File: src/ppm_pkg.sv
// pin positions, reset values and idle levels for the peripheral pin mux
package ppm_pkg;
   // flat pin vector layout: {port_u, port_t, port_s, port_q, port_p, m0}
   localparam int PIN_M0 = 0;
   localparam int PIN_P = 1;
   localparam int PIN_Q = 7;
   localparam int PIN_S = 14;
   localparam int PIN_T = 22;
   localparam int PIN_U = 30;
   localparam int NUM_PINS = 38;
   localparam int P_WIDTH = 6;
   localparam int Q_WIDTH = 7;
   localparam int PORT_WIDTH = 8;
   localparam int Q_STATUS = 4;
   localparam int TIM_CH = 4;
   localparam int PWM_CH = 6;
   localparam int PWM_PAIRS = 3;
   // values held in reset: every pin undriven, digital input only
   localparam logic [NUM_PINS-1:0] PAD_OE_RST = 38'h00_0000_0000;
   localparam logic [NUM_PINS-1:0] PAD_OUT_RST = 38'h00_0000_0000;
   localparam logic [NUM_PINS-1:0] PIN_SYNC_RST = 38'h00_0000_0000;
   localparam logic ANALOG_SEL_RST = 1'b0;
   // levels shown to a peripheral that does not own its pin
   localparam logic [2:0] STATUS_N_IDLE = 3'h7;
   localparam logic [3:0] FAULT_IDLE = 4'h0;
   localparam logic LINE_IDLE = 1'b1;
   localparam logic [3:0] CAPTURE_IDLE = 4'h0;
endpackage

File: src/ppm_pin_mux.sv
// peripheral pin mux for ports m0, p, q, s, t and u
// Notes on behaviour
// - dac two enabled takes m0 as analog
// - motor pwm drives port p by pairs
// - port q 6:4 feed active-low current status
// - port q 3:0 feed motor pwm faults
// - spi enabled owns s7 select, s6 clock
// - s5 mosi: master output, slave input
// - s4 miso: master input, slave output
// - s3, s1 follow serial transmitter enables
// - s2, s0 follow serial receiver enables
// - timer one channels on port t 7:4
// - timer zero channels on port t 3:0
// - general pwm outputs on port u 5:4
// - routing picks timer two or pwm, u3:0
// - port u 7:6 always general purpose
// - reset leaves every pin undriven input
module ppm_pin_mux (
   input wire logic mclk_i,
   input wire logic rst_i,
   input wire logic [37:0] pad_in_i,
   output logic [37:0] pad_out_o,
   output logic [37:0] pad_oe_o,
   output logic [37:0] pin_o,
   output logic port_m0_analog_sel_o,
   input wire logic port_m0_data_i,
   input wire logic port_m0_dir_i,
   input wire logic [5:0] port_p_data_i,
   input wire logic [5:0] port_p_dir_i,
   input wire logic [6:0] port_q_data_i,
   input wire logic [6:0] port_q_dir_i,
   input wire logic [7:0] port_s_data_i,
   input wire logic [7:0] port_s_dir_i,
   input wire logic [7:0] port_t_data_i,
   input wire logic [7:0] port_t_dir_i,
   input wire logic [7:0] port_u_data_i,
   input wire logic [7:0] port_u_dir_i,
   input wire logic second_dac_en_i,
   input wire logic pmf_en_i,
   input wire logic [2:0] pmf_pair_en_i,
   input wire logic [5:0] motor_pwm_i,
   input wire logic pmf_status_en_i,
   input wire logic [3:0] pmf_fault_en_i,
   output logic [2:0] current_status_n_o,
   output logic [3:0] fault_o,
   input wire logic spi_en_i,
   input wire logic spi_master_i,
   input wire logic spi_ss_out_i,
   input wire logic spi_ss_oe_i,
   input wire logic spi_sck_out_i,
   input wire logic spi_mosi_out_i,
   input wire logic spi_miso_out_i,
   output logic spi_ss_in_o,
   output logic spi_sck_in_o,
   output logic spi_mosi_in_o,
   output logic spi_miso_in_o,
   input wire logic serial_interface_zero_tx_en_i,
   input wire logic serial_interface_zero_tx_i,
   input wire logic serial_interface_zero_rx_en_i,
   output logic serial_interface_zero_rx_o,
   input wire logic serial_interface_one_tx_en_i,
   input wire logic serial_interface_one_tx_i,
   input wire logic serial_interface_one_rx_en_i,
   output logic serial_interface_one_rx_o,
   input wire logic timer_zero_en_i,
   input wire logic [3:0] timer_zero_ch_en_i,
   input wire logic [3:0] timer_zero_out_i,
   input wire logic [3:0] timer_zero_oe_i,
   output logic [3:0] timer_zero_capture_o,
   input wire logic timer_one_en_i,
   input wire logic [3:0] timer_one_ch_en_i,
   input wire logic [3:0] timer_one_out_i,
   input wire logic [3:0] timer_one_oe_i,
   output logic [3:0] timer_one_capture_o,
   input wire logic timer_two_en_i,
   input wire logic [3:0] timer_two_ch_en_i,
   input wire logic [3:0] timer_two_out_i,
   input wire logic [3:0] timer_two_oe_i,
   output logic [3:0] timer_two_capture_o,
   input wire logic pwm_en_i,
   input wire logic [5:0] pwm_ch_en_i,
   input wire logic [5:0] pwm_out_i,
   input wire logic [3:0] routing_select_i
);
   localparam int N = ppm_pkg::NUM_PINS;
   localparam int PS = ppm_pkg::PIN_S;
   localparam int PT = ppm_pkg::PIN_T;
   localparam int PU = ppm_pkg::PIN_U;
   localparam int PQ = ppm_pkg::PIN_Q;

   logic [N-1:0] gpio_data;
   logic [N-1:0] gpio_dir;
   logic [N-1:0] out_next;
   logic [N-1:0] oe_next;
   logic [3:0] timer_two_own;
   logic [3:0] timer_zero_own, timer_one_own;
   logic [3:0] pwm_low_own;

   function automatic logic [3:0] owned(input logic en, input logic [3:0] ch);
      owned = en ? ch : 4'h0;
   endfunction

   assign gpio_data = {port_u_data_i, port_t_data_i, port_s_data_i,
                       port_q_data_i, port_p_data_i, port_m0_data_i};
   assign gpio_dir = {port_u_dir_i, port_t_dir_i, port_s_dir_i,
                      port_q_dir_i, port_p_dir_i, port_m0_dir_i};
   assign timer_zero_own = owned(timer_zero_en_i, timer_zero_ch_en_i);
   assign timer_one_own = owned(timer_one_en_i, timer_one_ch_en_i);
   assign timer_two_own = owned(timer_two_en_i, timer_two_ch_en_i) & routing_select_i;
   assign pwm_low_own = owned(pwm_en_i, pwm_ch_en_i[3:0]) & ~routing_select_i;

   always_comb begin
      // defaults hand every pin to its port, u7:6 never leave it
      out_next = gpio_data;
      oe_next = gpio_dir;
      if (second_dac_en_i) begin
         oe_next[ppm_pkg::PIN_M0] = 1'b0;
      end
      for (int k = 0; k < ppm_pkg::P_WIDTH; k++) begin
         if (pmf_en_i && pmf_pair_en_i[k/2]) begin
            out_next[ppm_pkg::PIN_P+k] = motor_pwm_i[k];
            oe_next[ppm_pkg::PIN_P+k] = 1'b1;
         end
      end
      if (pmf_en_i && pmf_status_en_i) begin
         oe_next[PQ+6 -: 3] = 3'h0;
      end
      for (int k = 0; k < 4; k++) begin
         if (pmf_en_i && pmf_fault_en_i[k]) begin
            oe_next[PQ+k] = 1'b0;
         end
      end
      if (spi_en_i) begin
         out_next[PS+7] = spi_ss_out_i;
         oe_next[PS+7] = spi_ss_oe_i;
         out_next[PS+6] = spi_sck_out_i;
         oe_next[PS+6] = spi_master_i;
         out_next[PS+5] = spi_mosi_out_i;
         oe_next[PS+5] = spi_master_i;
         out_next[PS+4] = spi_miso_out_i;
         oe_next[PS+4] = !spi_master_i;
      end
      if (serial_interface_one_tx_en_i) begin
         out_next[PS+3] = serial_interface_one_tx_i;
         oe_next[PS+3] = 1'b1;
      end
      if (serial_interface_one_rx_en_i) begin
         oe_next[PS+2] = 1'b0;
      end
      if (serial_interface_zero_tx_en_i) begin
         out_next[PS+1] = serial_interface_zero_tx_i;
         oe_next[PS+1] = 1'b1;
      end
      if (serial_interface_zero_rx_en_i) begin
         oe_next[PS] = 1'b0;
      end
      for (int k = 0; k < ppm_pkg::TIM_CH; k++) begin
         if (timer_one_own[k]) begin
            out_next[PT+4+k] = timer_one_out_i[k];
            oe_next[PT+4+k] = timer_one_oe_i[k];
         end
         if (timer_zero_own[k]) begin
            out_next[PT+k] = timer_zero_out_i[k];
            oe_next[PT+k] = timer_zero_oe_i[k];
         end
         if (timer_two_own[k]) begin
            out_next[PU+k] = timer_two_out_i[k];
            oe_next[PU+k] = timer_two_oe_i[k];
         end else if (pwm_low_own[k]) begin
            out_next[PU+k] = pwm_out_i[k];
            oe_next[PU+k] = 1'b1;
         end
      end
      for (int k = 4; k < ppm_pkg::PWM_CH; k++) begin
         if (pwm_en_i && pwm_ch_en_i[k]) begin
            out_next[PU+k] = pwm_out_i[k];
            oe_next[PU+k] = 1'b1;
         end
      end
   end

   ppm_pad_cell #(
      .WIDTH(N)
   ) u_pads (
      .mclk_i(mclk_i),
      .rst_i(rst_i),
      .out_i(out_next),
      .oe_i(oe_next),
      .pad_in_i(pad_in_i),
      .pad_out_o(pad_out_o),
      .pad_oe_o(pad_oe_o),
      .pin_o(pin_o)
   );

   always_ff @(posedge mclk_i) begin
      if (rst_i) begin
         port_m0_analog_sel_o <= ppm_pkg::ANALOG_SEL_RST;
      end else begin
         port_m0_analog_sel_o <= second_dac_en_i;
      end
   end

   // peripheral inputs see idle levels unless they own the pin, so a
   // disabled unit never reacts to board noise on a general-purpose pin
   always_ff @(posedge mclk_i) begin
      if (rst_i) begin
         current_status_n_o <= ppm_pkg::STATUS_N_IDLE;
         fault_o <= ppm_pkg::FAULT_IDLE;
      end else begin
         current_status_n_o <= (pmf_en_i && pmf_status_en_i) ?
                               pin_o[PQ+6 -: 3] : ppm_pkg::STATUS_N_IDLE;
         fault_o <= owned(pmf_en_i, pmf_fault_en_i) & pin_o[PQ+3 -: 4];
      end
   end

   always_ff @(posedge mclk_i) begin
      if (rst_i) begin
         spi_ss_in_o <= ppm_pkg::LINE_IDLE;
         spi_sck_in_o <= ppm_pkg::LINE_IDLE;
         spi_mosi_in_o <= ppm_pkg::LINE_IDLE;
         spi_miso_in_o <= ppm_pkg::LINE_IDLE;
      end else begin
         spi_ss_in_o <= spi_en_i ? pin_o[PS+7] : ppm_pkg::LINE_IDLE;
         spi_sck_in_o <= spi_en_i ? pin_o[PS+6] : ppm_pkg::LINE_IDLE;
         spi_mosi_in_o <= spi_en_i ? pin_o[PS+5] : ppm_pkg::LINE_IDLE;
         spi_miso_in_o <= spi_en_i ? pin_o[PS+4] : ppm_pkg::LINE_IDLE;
      end
   end

   always_ff @(posedge mclk_i) begin
      if (rst_i) begin
         serial_interface_zero_rx_o <= ppm_pkg::LINE_IDLE;
         serial_interface_one_rx_o <= ppm_pkg::LINE_IDLE;
      end else begin
         serial_interface_zero_rx_o <= serial_interface_zero_rx_en_i ? pin_o[PS] : ppm_pkg::LINE_IDLE;
         serial_interface_one_rx_o <= serial_interface_one_rx_en_i ? pin_o[PS+2] : ppm_pkg::LINE_IDLE;
      end
   end

   always_ff @(posedge mclk_i) begin
      if (rst_i) begin
         timer_zero_capture_o <= ppm_pkg::CAPTURE_IDLE;
         timer_one_capture_o <= ppm_pkg::CAPTURE_IDLE;
         timer_two_capture_o <= ppm_pkg::CAPTURE_IDLE;
      end else begin
         timer_zero_capture_o <= owned(timer_zero_en_i, timer_zero_ch_en_i) & pin_o[PT+3 -: 4];
         timer_one_capture_o <= owned(timer_one_en_i, timer_one_ch_en_i) & pin_o[PT+7 -: 4];
         timer_two_capture_o <= timer_two_own & pin_o[PU+3 -: 4];
      end
   end
endmodule

File: src/ppm_pad_cell.sv
// pad register cell: registered drive and two-stage input synchroniser
module ppm_pad_cell #(
   parameter int WIDTH = 38
) (
   input wire logic mclk_i,
   input wire logic rst_i,
   input wire logic [WIDTH-1:0] out_i,
   input wire logic [WIDTH-1:0] oe_i,
   input wire logic [WIDTH-1:0] pad_in_i,
   output logic [WIDTH-1:0] pad_out_o,
   output logic [WIDTH-1:0] pad_oe_o,
   output logic [WIDTH-1:0] pin_o
);
   logic [WIDTH-1:0] sync1_reg;
   logic [WIDTH-1:0] sync2_reg;

   always_ff @(posedge mclk_i) begin
      if (rst_i) begin
         pad_oe_o <= WIDTH'(ppm_pkg::PAD_OE_RST);
         pad_out_o <= WIDTH'(ppm_pkg::PAD_OUT_RST);
      end else begin
         pad_oe_o <= oe_i;
         pad_out_o <= out_i;
      end
   end

   // first stage feeds only the second stage
   always_ff @(posedge mclk_i) begin
      if (rst_i) begin
         sync1_reg <= WIDTH'(ppm_pkg::PIN_SYNC_RST);
         sync2_reg <= WIDTH'(ppm_pkg::PIN_SYNC_RST);
      end else begin
         sync1_reg <= pad_in_i;
         sync2_reg <= sync1_reg;
      end
   end

   assign pin_o = sync2_reg;
endmodule

File: config.mk
export PLATFORM = sky130hd
export DESIGN_NAME = ppm_pin_mux
export DESIGN_NICKNAME = d
export VERILOG_FILES = /design/src/ppm_pkg.sv /design/src/ppm_pin_mux.sv /design/src/ppm_pad_cell.sv
export SDC_FILE = /design/constraint.sdc
export NUM_CORES = 1
export LEC_CHECK = 0
export BUFFER_PORTS_ARGS = -buffer_cell sky130_fd_sc_hd__clkbuf_2
export CORE_AREA = 2 2 131 133
export CTS_BUF_LIST = sky130_fd_sc_hd__clkbuf_16
export DETAILED_ROUTE_END_ITERATION = 7
export DIE_AREA = 0 0 133 135
export SYNTH_ARGS = -nofsm -noshare
export SYNTH_HDL_FRONTEND = slang
export SYNTH_SLANG_ARGS = --single-unit
File: constraint.sdc
create_clock -name mclk_i -period 1.4 [get_ports mclk_i]
set_clock_uncertainty 0.05 [all_clocks]
set_input_delay 0.28 -clock mclk_i [delete_from_list [all_inputs] [get_ports mclk_i]]
set_output_delay 0.28 -clock mclk_i [all_outputs]
set_load 0.03 [all_outputs]
==> flow_metrics.py, run 1 <==
metrics = {
    "global_routing": {
        "grt_overflow": 0,
        "met2_usage_pct": 27.6,
        "top_usage_layer": "met2",
        "grtUsageTotal_pct": 16.7,
        "grt_max_degree": 30,
        "antenna_found_initial": 0,
        "grt_pass1_wl_um": 23100,
        "use_met3_pct": 6.31,
        "first_global_vias": 4532,
        "gr-usage-met1_pct": 19.6,
    },
    "layout": {
        "seq_area_sq_mm": 0.00356,
        "multi_input_area_sq_mm": 0.00169,
        "fill_cells": 1490,
        "final_area_sq_mm": 0.00837,
        "fin_nets": 1074,
        "num_antenna_cells": 0,
        "utilization_pct": 51.0,
        "synthToLayoutAreaGrowth_pct": 54.4,
        "final_layout_size_suffix_gt1_share_pct": 44.2,
    },
    "power": {
        "p_leak_uw": 0.00416,
        "power_uw": 11700,
        "ir_drop_mv": 0.784,
        "p_per_area_mw_per_mm2": 1400,
    },
    "sta": {
        "fmax_ghz": 0.745,
        "setup_viol": 0,
        "fin_crit_sh_pct": 95.9,
        "period_minus_slack_ps": 1340,
        "worstMarginPinSlew_ps": 358,
        "slew_violations": 0,
        "grt_setup_unrepaired": "no",
        "hold_violations": 0,
        "setup_tns_ps": 0,
        "max_slew_margin_pct": 76.2,
    },
    "synth": {
        "syn_nets": 696,
        "avgSynthCellArea_sq_um": 10.9,
        "ys_ff_latch": 178,
        "synth-warning-count": 0,
        "seq_area_frac_synth_pct": 65.8,
        "synth_cell_types": 21,
        "syn_inst": 495,
        "syn_area_sq_mm": 0.00542,
    },
    "floorplanning": {
        "die_w_um": 133,
        "rows": 47,
        "initial_core_util_pct": 33.0,
        "pin_count": 341,
        "core_area_sq_mm": 0.0164,
        "die-area_sq_mm": 0.0180,
        "die_h_um": 135,
    },
    "setup_path": {
        "critPathKind": "flip-flop to output port",
        "cp_max_fo": 1,
        "cp_data_arrival_time_ps": 1010,
        "max_stage_delay_ps": 360,
        "crit_path_cell_trace": "clkbuf_2",
        "cp.required_ps": 1070,
        "timing.critical_path.buf_inv": 1,
        "crit_path_start_kind": "flip-flop",
        "crit_family": "flip-flops",
        "cp-end-kind": "output port",
        "crit_slowest_cell": "dfxtp_1",
    },
    "cts": {
        "cts_buffers": 17,
        "cts_max_level": 4,
        "cts_sinks": 178,
        "clockBufferDepth": 2,
        "hold_buffers": 30,
        "postCtsSetupBuffers": 0,
        "cts_tree": "yes",
        "root_buffer": "clkbuf_16",
        "cts_resized": 0,
        "path_clk_slew_ps": 70,
        "clock_latency_ps": 420,
    },
    "routing": {
        "drc": 0,
        "wire_per_inst_um": 13.6,
        "dr.pass1.iters": 4,
        "vias": 4686,
        "ant_nets": 0,
        "vias_per_cell": 4.24,
        "drt_iter0_drc": 183,
        "wl_um": 15000,
    },
    "placement": {
        "port_buffers": 340,
        "placed_area_sq_mm": 0.00745,
        "gp_congestion": 0.915,
        "dp_hpwl_um": 11800,
    },
    "hold_path": {
        "hold_path.class": "input pin to flip-flop",
    },
    "status": {
        "outcome": "finished, final reports clean",
    },
    "job": {
        "drv_cap": 0,
    },
}
cells in the mapped netlist, drive strengths merged:
| cell type | number | share of area, % |
|---|---|---|
| a311oi | 4 | 0.65 |
| nand3 | 28 | 2.6 |
| nor2 | 28 | 1.9 |
| clkbuf | 1 | 0.069 |
| nor3b | 19 | 2.6 |
| a21oi | 35 | 3.2 |
| dfxtp | 178 | 66 |
| nand2b | 6 | 0.69 |
| and3b | 4 | 0.65 |
| or3 | 3 | 0.35 |
| and2 | 3 | 0.35 |
| buf | 24 | 2.6 |
| or3b | 2 | 0.32 |
| nand2 | 43 | 3.0 |
| mux2i | 12 | 2.2 |
| nor2b | 92 | 11 |
| inv | 5 | 0.35 |
| a211oi | 4 | 0.55 |
| nand3b | 4 | 1.5 |
path summary, 6_finish.rpt:
kind                             start                    endpoint  slack, ps  depth (start not counted)
setup reg to reg      u_pads.pin_o[14]  serial_interface_zero_rx_o        480                          1
hold reg to reg   u_pads.sync1_reg[25]            u_pads.pin_o[25]        380                          1
setup / recovery  u_pads.pad_out_o[31]               pad_out_o[31]         60                          1
hold / removal            pad_in_i[23]        u_pads.sync1_reg[23]         20                          2
routing by layer:
layer / routed length [um] / share of wire (%)
met4: 307 / 2.0
met1: 6200 / 41
met2: 7180 / 48
met3: 1310 / 8.7
met5: 0 / 0
stage by stage:
stage / setup slack, ps / hold WS (ps) / instances
floorplan: 362 / 306 / 495
global placement: 209 / 365 / 1044
detailed placement: 183 / 370 / 1044
CTS: 28.4 / 0.0527 / 1106
global route: 12.1 / 2.57 / 1106
finish: 57.3 / 20.7 / 1106
layout make-up:
class / instances / share of cell area (%)
flip-flops and latches: 178 / 42.6
repair buffers: 384 / 26.3
multi-input cells: 287 / 20.2
clock buffers: 17 / 5.08
well taps: 220 / 3.29
clock inverters: 15 / 2.33
inverters: 5 / 0.224
logic make-up (layout without fill, tap and decap cells):
family	Yosys count	in the layout	synth area share, %
AND/OR/NAND/NOR	232	232	24.6
flip-flops	178	178	65.8
AO/OA/AOI/OAI	43	43	4.43
buffers and inverters	30	421	3.00
multiplexers	12	12	2.22
cell usage in the layout (no fill, tap or decap), drive strengths merged:
master / n
a211oi: 4
a21oi: 35
a311oi: 4
and2: 3
and3b: 4
buf: 15
bufinv: 2
clkbuf: 356
clkinv: 4
clkinvlp: 3
dfxtp: 178
dlygate4sd3: 30
inv: 11
mux2i: 12
nand2: 43
nand2b: 6
nand3: 28
nand3b: 4
nor2: 28
nor2b: 92
nor3b: 19
or3: 3
or3b: 2
power by group:
group          total [uW]  leakage (uW)  internal [uW]  switching [uW]
clock network        4880      0.000293           2720            2160
logic                1430       0.00239            598             833
registers            5390       0.00147           5320            72.7
Power figures use the tool's default switching activity.
==> run 2: changes to the inputs <==
--- a/config.mk
+++ b/config.mk
@@ -6,10 +6,10 @@
 export NUM_CORES = 1
 export LEC_CHECK = 0
 export BUFFER_PORTS_ARGS = -buffer_cell sky130_fd_sc_hd__clkbuf_2
-export CORE_AREA = 2 2 131 133
-export CTS_BUF_LIST = sky130_fd_sc_hd__clkbuf_16
+export CORE_AREA = 2 2 132 134
+export CTS_BUF_LIST = sky130_fd_sc_hd__clkbuf_4 sky130_fd_sc_hd__clkbuf_8
 export DETAILED_ROUTE_END_ITERATION = 7
-export DIE_AREA = 0 0 133 135
+export DIE_AREA = 0 0 134 136
 export SYNTH_ARGS = -nofsm -noshare
 export SYNTH_HDL_FRONTEND = slang
 export SYNTH_SLANG_ARGS = --single-unit
==> run 2 against run 1 <==
Compared with the run above: critical path type is now input pin to flip-flop; sequential share of layout area fell by 3.5 points; combinational power rose by 16%; critical endpoint is now u_pads.pad_out_o[15]; register-to-register slack got worse by 40 ps; first-iteration DRC count fell by 26%; clock power fell by 28%; cell count rose by 9.0%; via count rose by 8.9%; worst setup slack got worse by 41 ps.
==> flow_metrics.py, run 2 (synthesis gave the netlist of run 1 again) <==
metrics = {
    "status": {
        "outcome": "finished, final reports clean",
    },
    "cts": {
        "clockBufferDepth": 2,
        "cts_max_level": 4,
        "path_clk_slew_ps": 90,
        "clock_latency_ps": 440,
        "cts_buffers": 17,
        "root_buffer": "clkbuf_8",
        "cts_sinks": 178,
        "postCtsSetupBuffers": 0,
        "cts_tree": "yes",
    },
    "layout": {
        "mostFrequentLayoutCell": "clkbuf_2",
        "seq_area_sq_mm": 0.00357,
        "fin_nets": 1168,
        "multi_input_area_sq_mm": 0.00169,
        "fill_cells": 1518,
        "final_cell_mix": "329 x clkbuf_2, 176 x dfxtp_1, 128 x dlygate4sd3_1",
        "synthToLayoutAreaGrowth_pct": 68.2,
        "final_cells": 1206,
        "final_layout_size_suffix_gt1_share_pct": 39.7,
    },
    "setup_path": {
        "reg2reg_from": "u_pads.pin_o[16]",
        "cp_data_arrival_time_ps": 1680,
        "r2r-end": "serial_interface_one_rx_o",
        "crit_start": "port_s_data_i[1]",
        "cp_max_fo": 1,
        "cp.required_ps": 1700,
        "critPathKind": "input pin to flip-flop",
        "r2r_cells": 1,
        "crit_path_start_kind": "input pin",
        "ff2ff_setup_slack_ps": 440,
        "crit_end": "u_pads.pad_out_o[15]",
        "cp-end-kind": "flip-flop",
    },
    "power": {
        "p_seq_share_pct": 51.0,
        "combPwrFrac_pct": 15.7,
        "ir_drop_mv": 0.630,
        "intPower_uw": 7790,
        "p_clk_share_pct": 33.2,
        "p_sw_uw": 2770,
        "switching_share_pct": 26.2,
        "p_leak_uw": 0.00448,
        "p_per_area_mw_per_mm2": 1160,
    },
    "sta": {
        "worstMarginPinSlew_ps": 364,
        "fin_crit_sh_pct": 98.8,
        "max_slew_margin_pct": 75.7,
        "hold_violations": 0,
        "period_minus_slack_ps": 1380,
        "slew_violations": 0,
        "grt_setup_unrepaired": "no",
        "setup_tns_ps": 0,
        "setup_viol": 0,
        "fmax_ghz": 0.723,
    },
    "global_routing": {
        "antenna_found_initial": 2,
        "gr-usage-met1_pct": 19.9,
        "grt_pass1_wl_um": 25400,
        "use_met3_pct": 5.97,
        "first_global_vias": 5066,
        "grt_overflow": 0,
        "grtUsageTotal_pct": 18.2,
        "met2_usage_pct": 31.7,
        "top_usage_layer": "met2",
        "grt_max_degree": 50,
    },
    "floorplanning": {
        "die_h_um": 136,
        "die_w_um": 134,
        "pin_count": 341,
        "core_area_sq_mm": 0.0169,
        "initial_core_util_pct": 32.1,
        "die-area_sq_mm": 0.0182,
        "rows": 48,
    },
    "hold_path": {
        "hold_path.class": "input pin to flip-flop",
    },
    "placement": {
        "gp_congestion": 0.833,
        "port_buffers": 340,
        "dp_hpwl_um": 12000,
        "dp.cells": 1045,
    },
    "routing": {
        "ant_nets": 0,
        "wl_um": 16900,
        "dr.pass1.iters": 4,
        "drc": 0,
        "drt_iter0_drc": 136,
        "vias_per_cell": 4.23,
        "wire_per_inst_um": 14.0,
        "vias": 5103,
    },
    "job": {
        "drv_cap": 0,
    },
}
-- run 2: cell count changes in the layout (fill, tap and decap cells not counted), moves of 4 or more --
cell / delta
dlygate4sd3_1: +98
clkbuf_4: +4
clkbuf_2: -10
clkbuf_8: +21
clkbuf_16: -17
buf_2: +4
inv_8: -4
-- run 2: critical path, stage by stage --
cell and delay, ps:
dlygate4sd3_1 540, clkbuf_2 110, mux2i_1 140, dlygate4sd3_1 570
nor2_1 40
-- run 2: layout make-up --
| type | count | area share, % |
|---|---|---|
| Clock inverter | 10 | 1.37 |
| Clock buffer | 21 | 2.96 |
| Timing Repair Buffer | 478 | 34.6 |
| Multi-Input combinational cell | 287 | 18.6 |
| Tap cell | 225 | 3.09 |
| Antenna cell | 2 | 0.0549 |
| Sequential cell | 178 | 39.1 |
| Inverter | 5 | 0.206 |
-- run 2: per-layer routing --
layer	share of wire, %	vias up
met2	50	231
met4	2.9	0
met1	39	2288
met5	0	-
li1	-	2553
met3	8.1	31
-- run 2: power by group through the flow --
stage	clock (uW)	combinational (uW)	sequential [uW]
after CTS	3650	1660	5390
after floorplan	0	356	5900
final	3510	1660	5390
after detailed placement	0	1360	5510
after global placement	0	1350	5500
after global routing	3850	1780	5410
-- run 2: worst min path at each step --
stage | from | endpoint | slack (ps) | cells after the start
6_report | spi_ss_oe_i | u_pads.pad_oe_o[21] | 40 | 3
5_1_grt | spi_ss_out_i | u_pads.pad_out_o[21] | 3 | 3
4_1_cts | pmf_fault_en_i[2] | fault_o[2] | 0.3 | 3
3_5_place_dp | u_pads.sync1_reg[37] | u_pads.pin_o[37] | 370 | 1
3_3_place_gp | u_pads.sync1_reg[31] | u_pads.pin_o[31] | 370 | 1
2_1_floorplan | serial_interface_zero_rx_en_i | u_pads.pad_oe_o[14] | 310 | 1
-- run 2: metrics by stage --
step | total power, uW | cell area [sq um] | hold slack (ps) | util [%] | worst slack [ps]
5_1_grt | 11100 | 9110 | 2.80 | 54.0 | 0.284
6_report | 10600 | 9120 | 35.4 | 54.0 | 16.2
3_3_place_gp | 6850 | 7400 | 366 | 43.8 | 147
2_1_floorplan | 6260 | 5420 | 306 | - | 362
3_5_place_dp | 6860 | 7400 | 373 | 43.8 | 135
4_1_cts | 10700 | 9100 | 0.332 | 53.9 | 5.38
-- run 2: repair_timing --
| item | in CTS | in global routing |
|---|---|---|
| resized for setup | 7 | 12 |
| hold buffers | 128 | 0 |
| setup endpoints to repair | 4 | 9 |
| endpoints found under the hold margin | 110 | 0 |
==> run 3: changes to the inputs <==
==> config.mk (replaced) <==
export PLATFORM = sky130hd
export DESIGN_NAME = ppm_pin_mux
export DESIGN_NICKNAME = d
export VERILOG_FILES = /design/src/ppm_pkg.sv /design/src/ppm_pin_mux.sv /design/src/ppm_pad_cell.sv
export SDC_FILE = /design/constraint.sdc
export NUM_CORES = 1
export LEC_CHECK = 0
export CORE_AREA = 2 2 134 136
export CTS_BUF_LIST = sky130_fd_sc_hd__clkbuf_4 sky130_fd_sc_hd__clkbuf_8
export DETAILED_ROUTE_END_ITERATION = 7
export DIE_AREA = 0 0 136 138
export DONT_BUFFER_PORTS = 1
export SYNTH_ARGS = -nofsm -noshare
export SYNTH_HDL_FRONTEND = slang
export SYNTH_SLANG_ARGS = --single-unit
export TNS_END_PERCENT = 100
==> run 3 against run 2 <==
Compared with the run above: area after synthesis unchanged; the run now fails in 4_1_cts; synthesized cell count did not move.
==> flow_metrics.py, run 3 <==
metrics = {
    "status": {
        "outcome": "stopped before the end",
        "haltStage": "4_1_cts",
        "stop_error": "[ERROR RSZ-0060] Max buffer count reached.",
    },
    "synth": {
        "syn_inst": 495,
        "seq_area_frac_synth_pct": 65.8,
        "synth_top_area_cell": "dfxtp_1",
        "avgSynthCellArea_sq_um": 10.9,
        "syn_nets": 696,
        "synth_most_common_cell": "dfxtp_1",
        "ys_top_cells_by_area": "dfxtp_1 66%, nor2b_1 11%, a21oi_1 3.2%",
        "syn_area_sq_mm": 0.00542,
        "ys_ff_latch": 178,
        "synth_edf_count": 0,
        "synth-warning-count": 0,
        "synth_ff_type": "dfxtp_1",
        "synth_top_cell_area_share_pct": 65.8,
        "ys_top_cells_by_count": "178 x dfxtp_1, 92 x nor2b_1, 43 x nand2_1",
        "synth_cell_types": 21,
        "async_reset_ff_share_pct": 0,
    },
    "cts": {
        "postCtsSetupBuffers": 0,
        "hold_buffers": 147,
        "cts_resized": 0,
        "root_buffer": "clkbuf_8",
        "cts_sinks": 178,
        "clockBufferDepth": 2,
        "cts_buffers": 17,
        "cts_max_level": 4,
    },
    "floorplanning": {
        "initial_core_util_pct": 30.9,
        "rows": 49,
        "die_w_um": 136,
        "die_h_um": 138,
        "pin_count": 341,
    },
    "placement": {
        "gp_congestion": 0.791,
        "dp_hpwl_um": 9960,
        "port_buffers": 0,
        "placed_area_sq_mm": 0.00556,
        "dp.cells": 699,
    },
}
-- run 3: cell counts after synthesis --
No cell type changed its count.
-- run 3: cell families after synthesis --
group                  after synthesis  synth area share (%)
AO/OA/AOI/OAI                       43                  4.43
buffers and inverters               30                  3.00
AND/OR/NAND/NOR                    232                  24.6
flip-flops                         178                  65.8
multiplexers                        12                  2.22
-- run 3: stage by stage --
step | utilization, % | setup WS, ps
floorplan | - | 362
global placement | 31.7 | 362
detailed placement | 31.7 | 343
==> run 4: changes to the inputs <==
--- a/config.mk
+++ b/config.mk
@@ -5,11 +5,11 @@
 export SDC_FILE = /design/constraint.sdc
 export NUM_CORES = 1
 export LEC_CHECK = 0
-export CORE_AREA = 2 2 134 136
-export CTS_BUF_LIST = sky130_fd_sc_hd__clkbuf_4 sky130_fd_sc_hd__clkbuf_8
+export CORE_AREA = 2 2 131 133
 export DETAILED_ROUTE_END_ITERATION = 7
-export DIE_AREA = 0 0 136 138
+export DIE_AREA = 0 0 133 135
 export DONT_BUFFER_PORTS = 1
+export PLACE_DENSITY_LB_ADDON = 0.15
 export SYNTH_ARGS = -nofsm -noshare
 export SYNTH_HDL_FRONTEND = slang
 export SYNTH_SLANG_ARGS = --single-unit
==> run 4 against run 3 <==
Compared with the run above: the flow again stops in 4_1_cts; synthesized cell count did not move; area after synthesis did not move.
==> flow_metrics.py, run 4 <==
metrics = {
    "floorplanning": {
        "initial_core_util_pct": 33.0,
        "pin_count": 341,
        "die_w_um": 133,
        "rows": 47,
        "die_h_um": 135,
    },
    "cts": {
        "cts_sinks": 178,
        "cts_resized": 0,
        "root_buffer": "clkbuf_16",
        "cts_max_level": 4,
        "clockBufferDepth": 2,
        "postCtsSetupBuffers": 0,
        "cts_buffers": 17,
        "hold_buffers": 145,
    },
    "synth": {
        "async_reset_ff_share_pct": 0,
        "synth_edf_count": 0,
        "seq_area_frac_synth_pct": 65.8,
        "avgSynthCellArea_sq_um": 10.9,
        "synth_cell_types": 21,
        "synth_top_area_cell": "dfxtp_1",
        "syn_inst": 495,
        "synth_most_common_cell": "dfxtp_1",
        "synth-warning-count": 0,
        "synth_ff_type": "dfxtp_1",
        "synth_top_cell_area_share_pct": 65.8,
        "syn_nets": 696,
        "ys_top_cells_by_area": "dfxtp_1 66%, nor2b_1 11%, a21oi_1 3.2%",
        "ys_top_cells_by_count": "178 x dfxtp_1, 92 x nor2b_1, 43 x nand2_1",
        "ys_ff_latch": 178,
        "syn_area_sq_mm": 0.00542,
    },
    "placement": {
        "gp_congestion": 0.822,
        "dp_hpwl_um": 9640,
        "port_buffers": 0,
    },
    "status": {
        "haltStage": "4_1_cts",
        "outcome": "stopped before the end",
        "stop_error": "[ERROR RSZ-0060] Max buffer count reached.",
    },
}
[run 4: cell counts after synthesis]
No cell type changed its count.
[run 4: metrics by stage]
stage	utilization (%)	instance area (sq um)	std cells	worst slack, ps
detailed placement	33.8	5550	690	327
global placement	33.8	5550	690	356
floorplan	-	5420	495	362
[run 4: kinds of logic after synthesis]
| group | count (synthesis) | share of synthesized area, % |
|---|---|---|
| and+or+nand+nor | 232 | 24.6 |
| DFF | 178 | 65.8 |
| AOI/OAI and AO/OA | 43 | 4.43 |
| buffers and inverters | 30 | 3.00 |
| muxes | 12 | 2.22 |
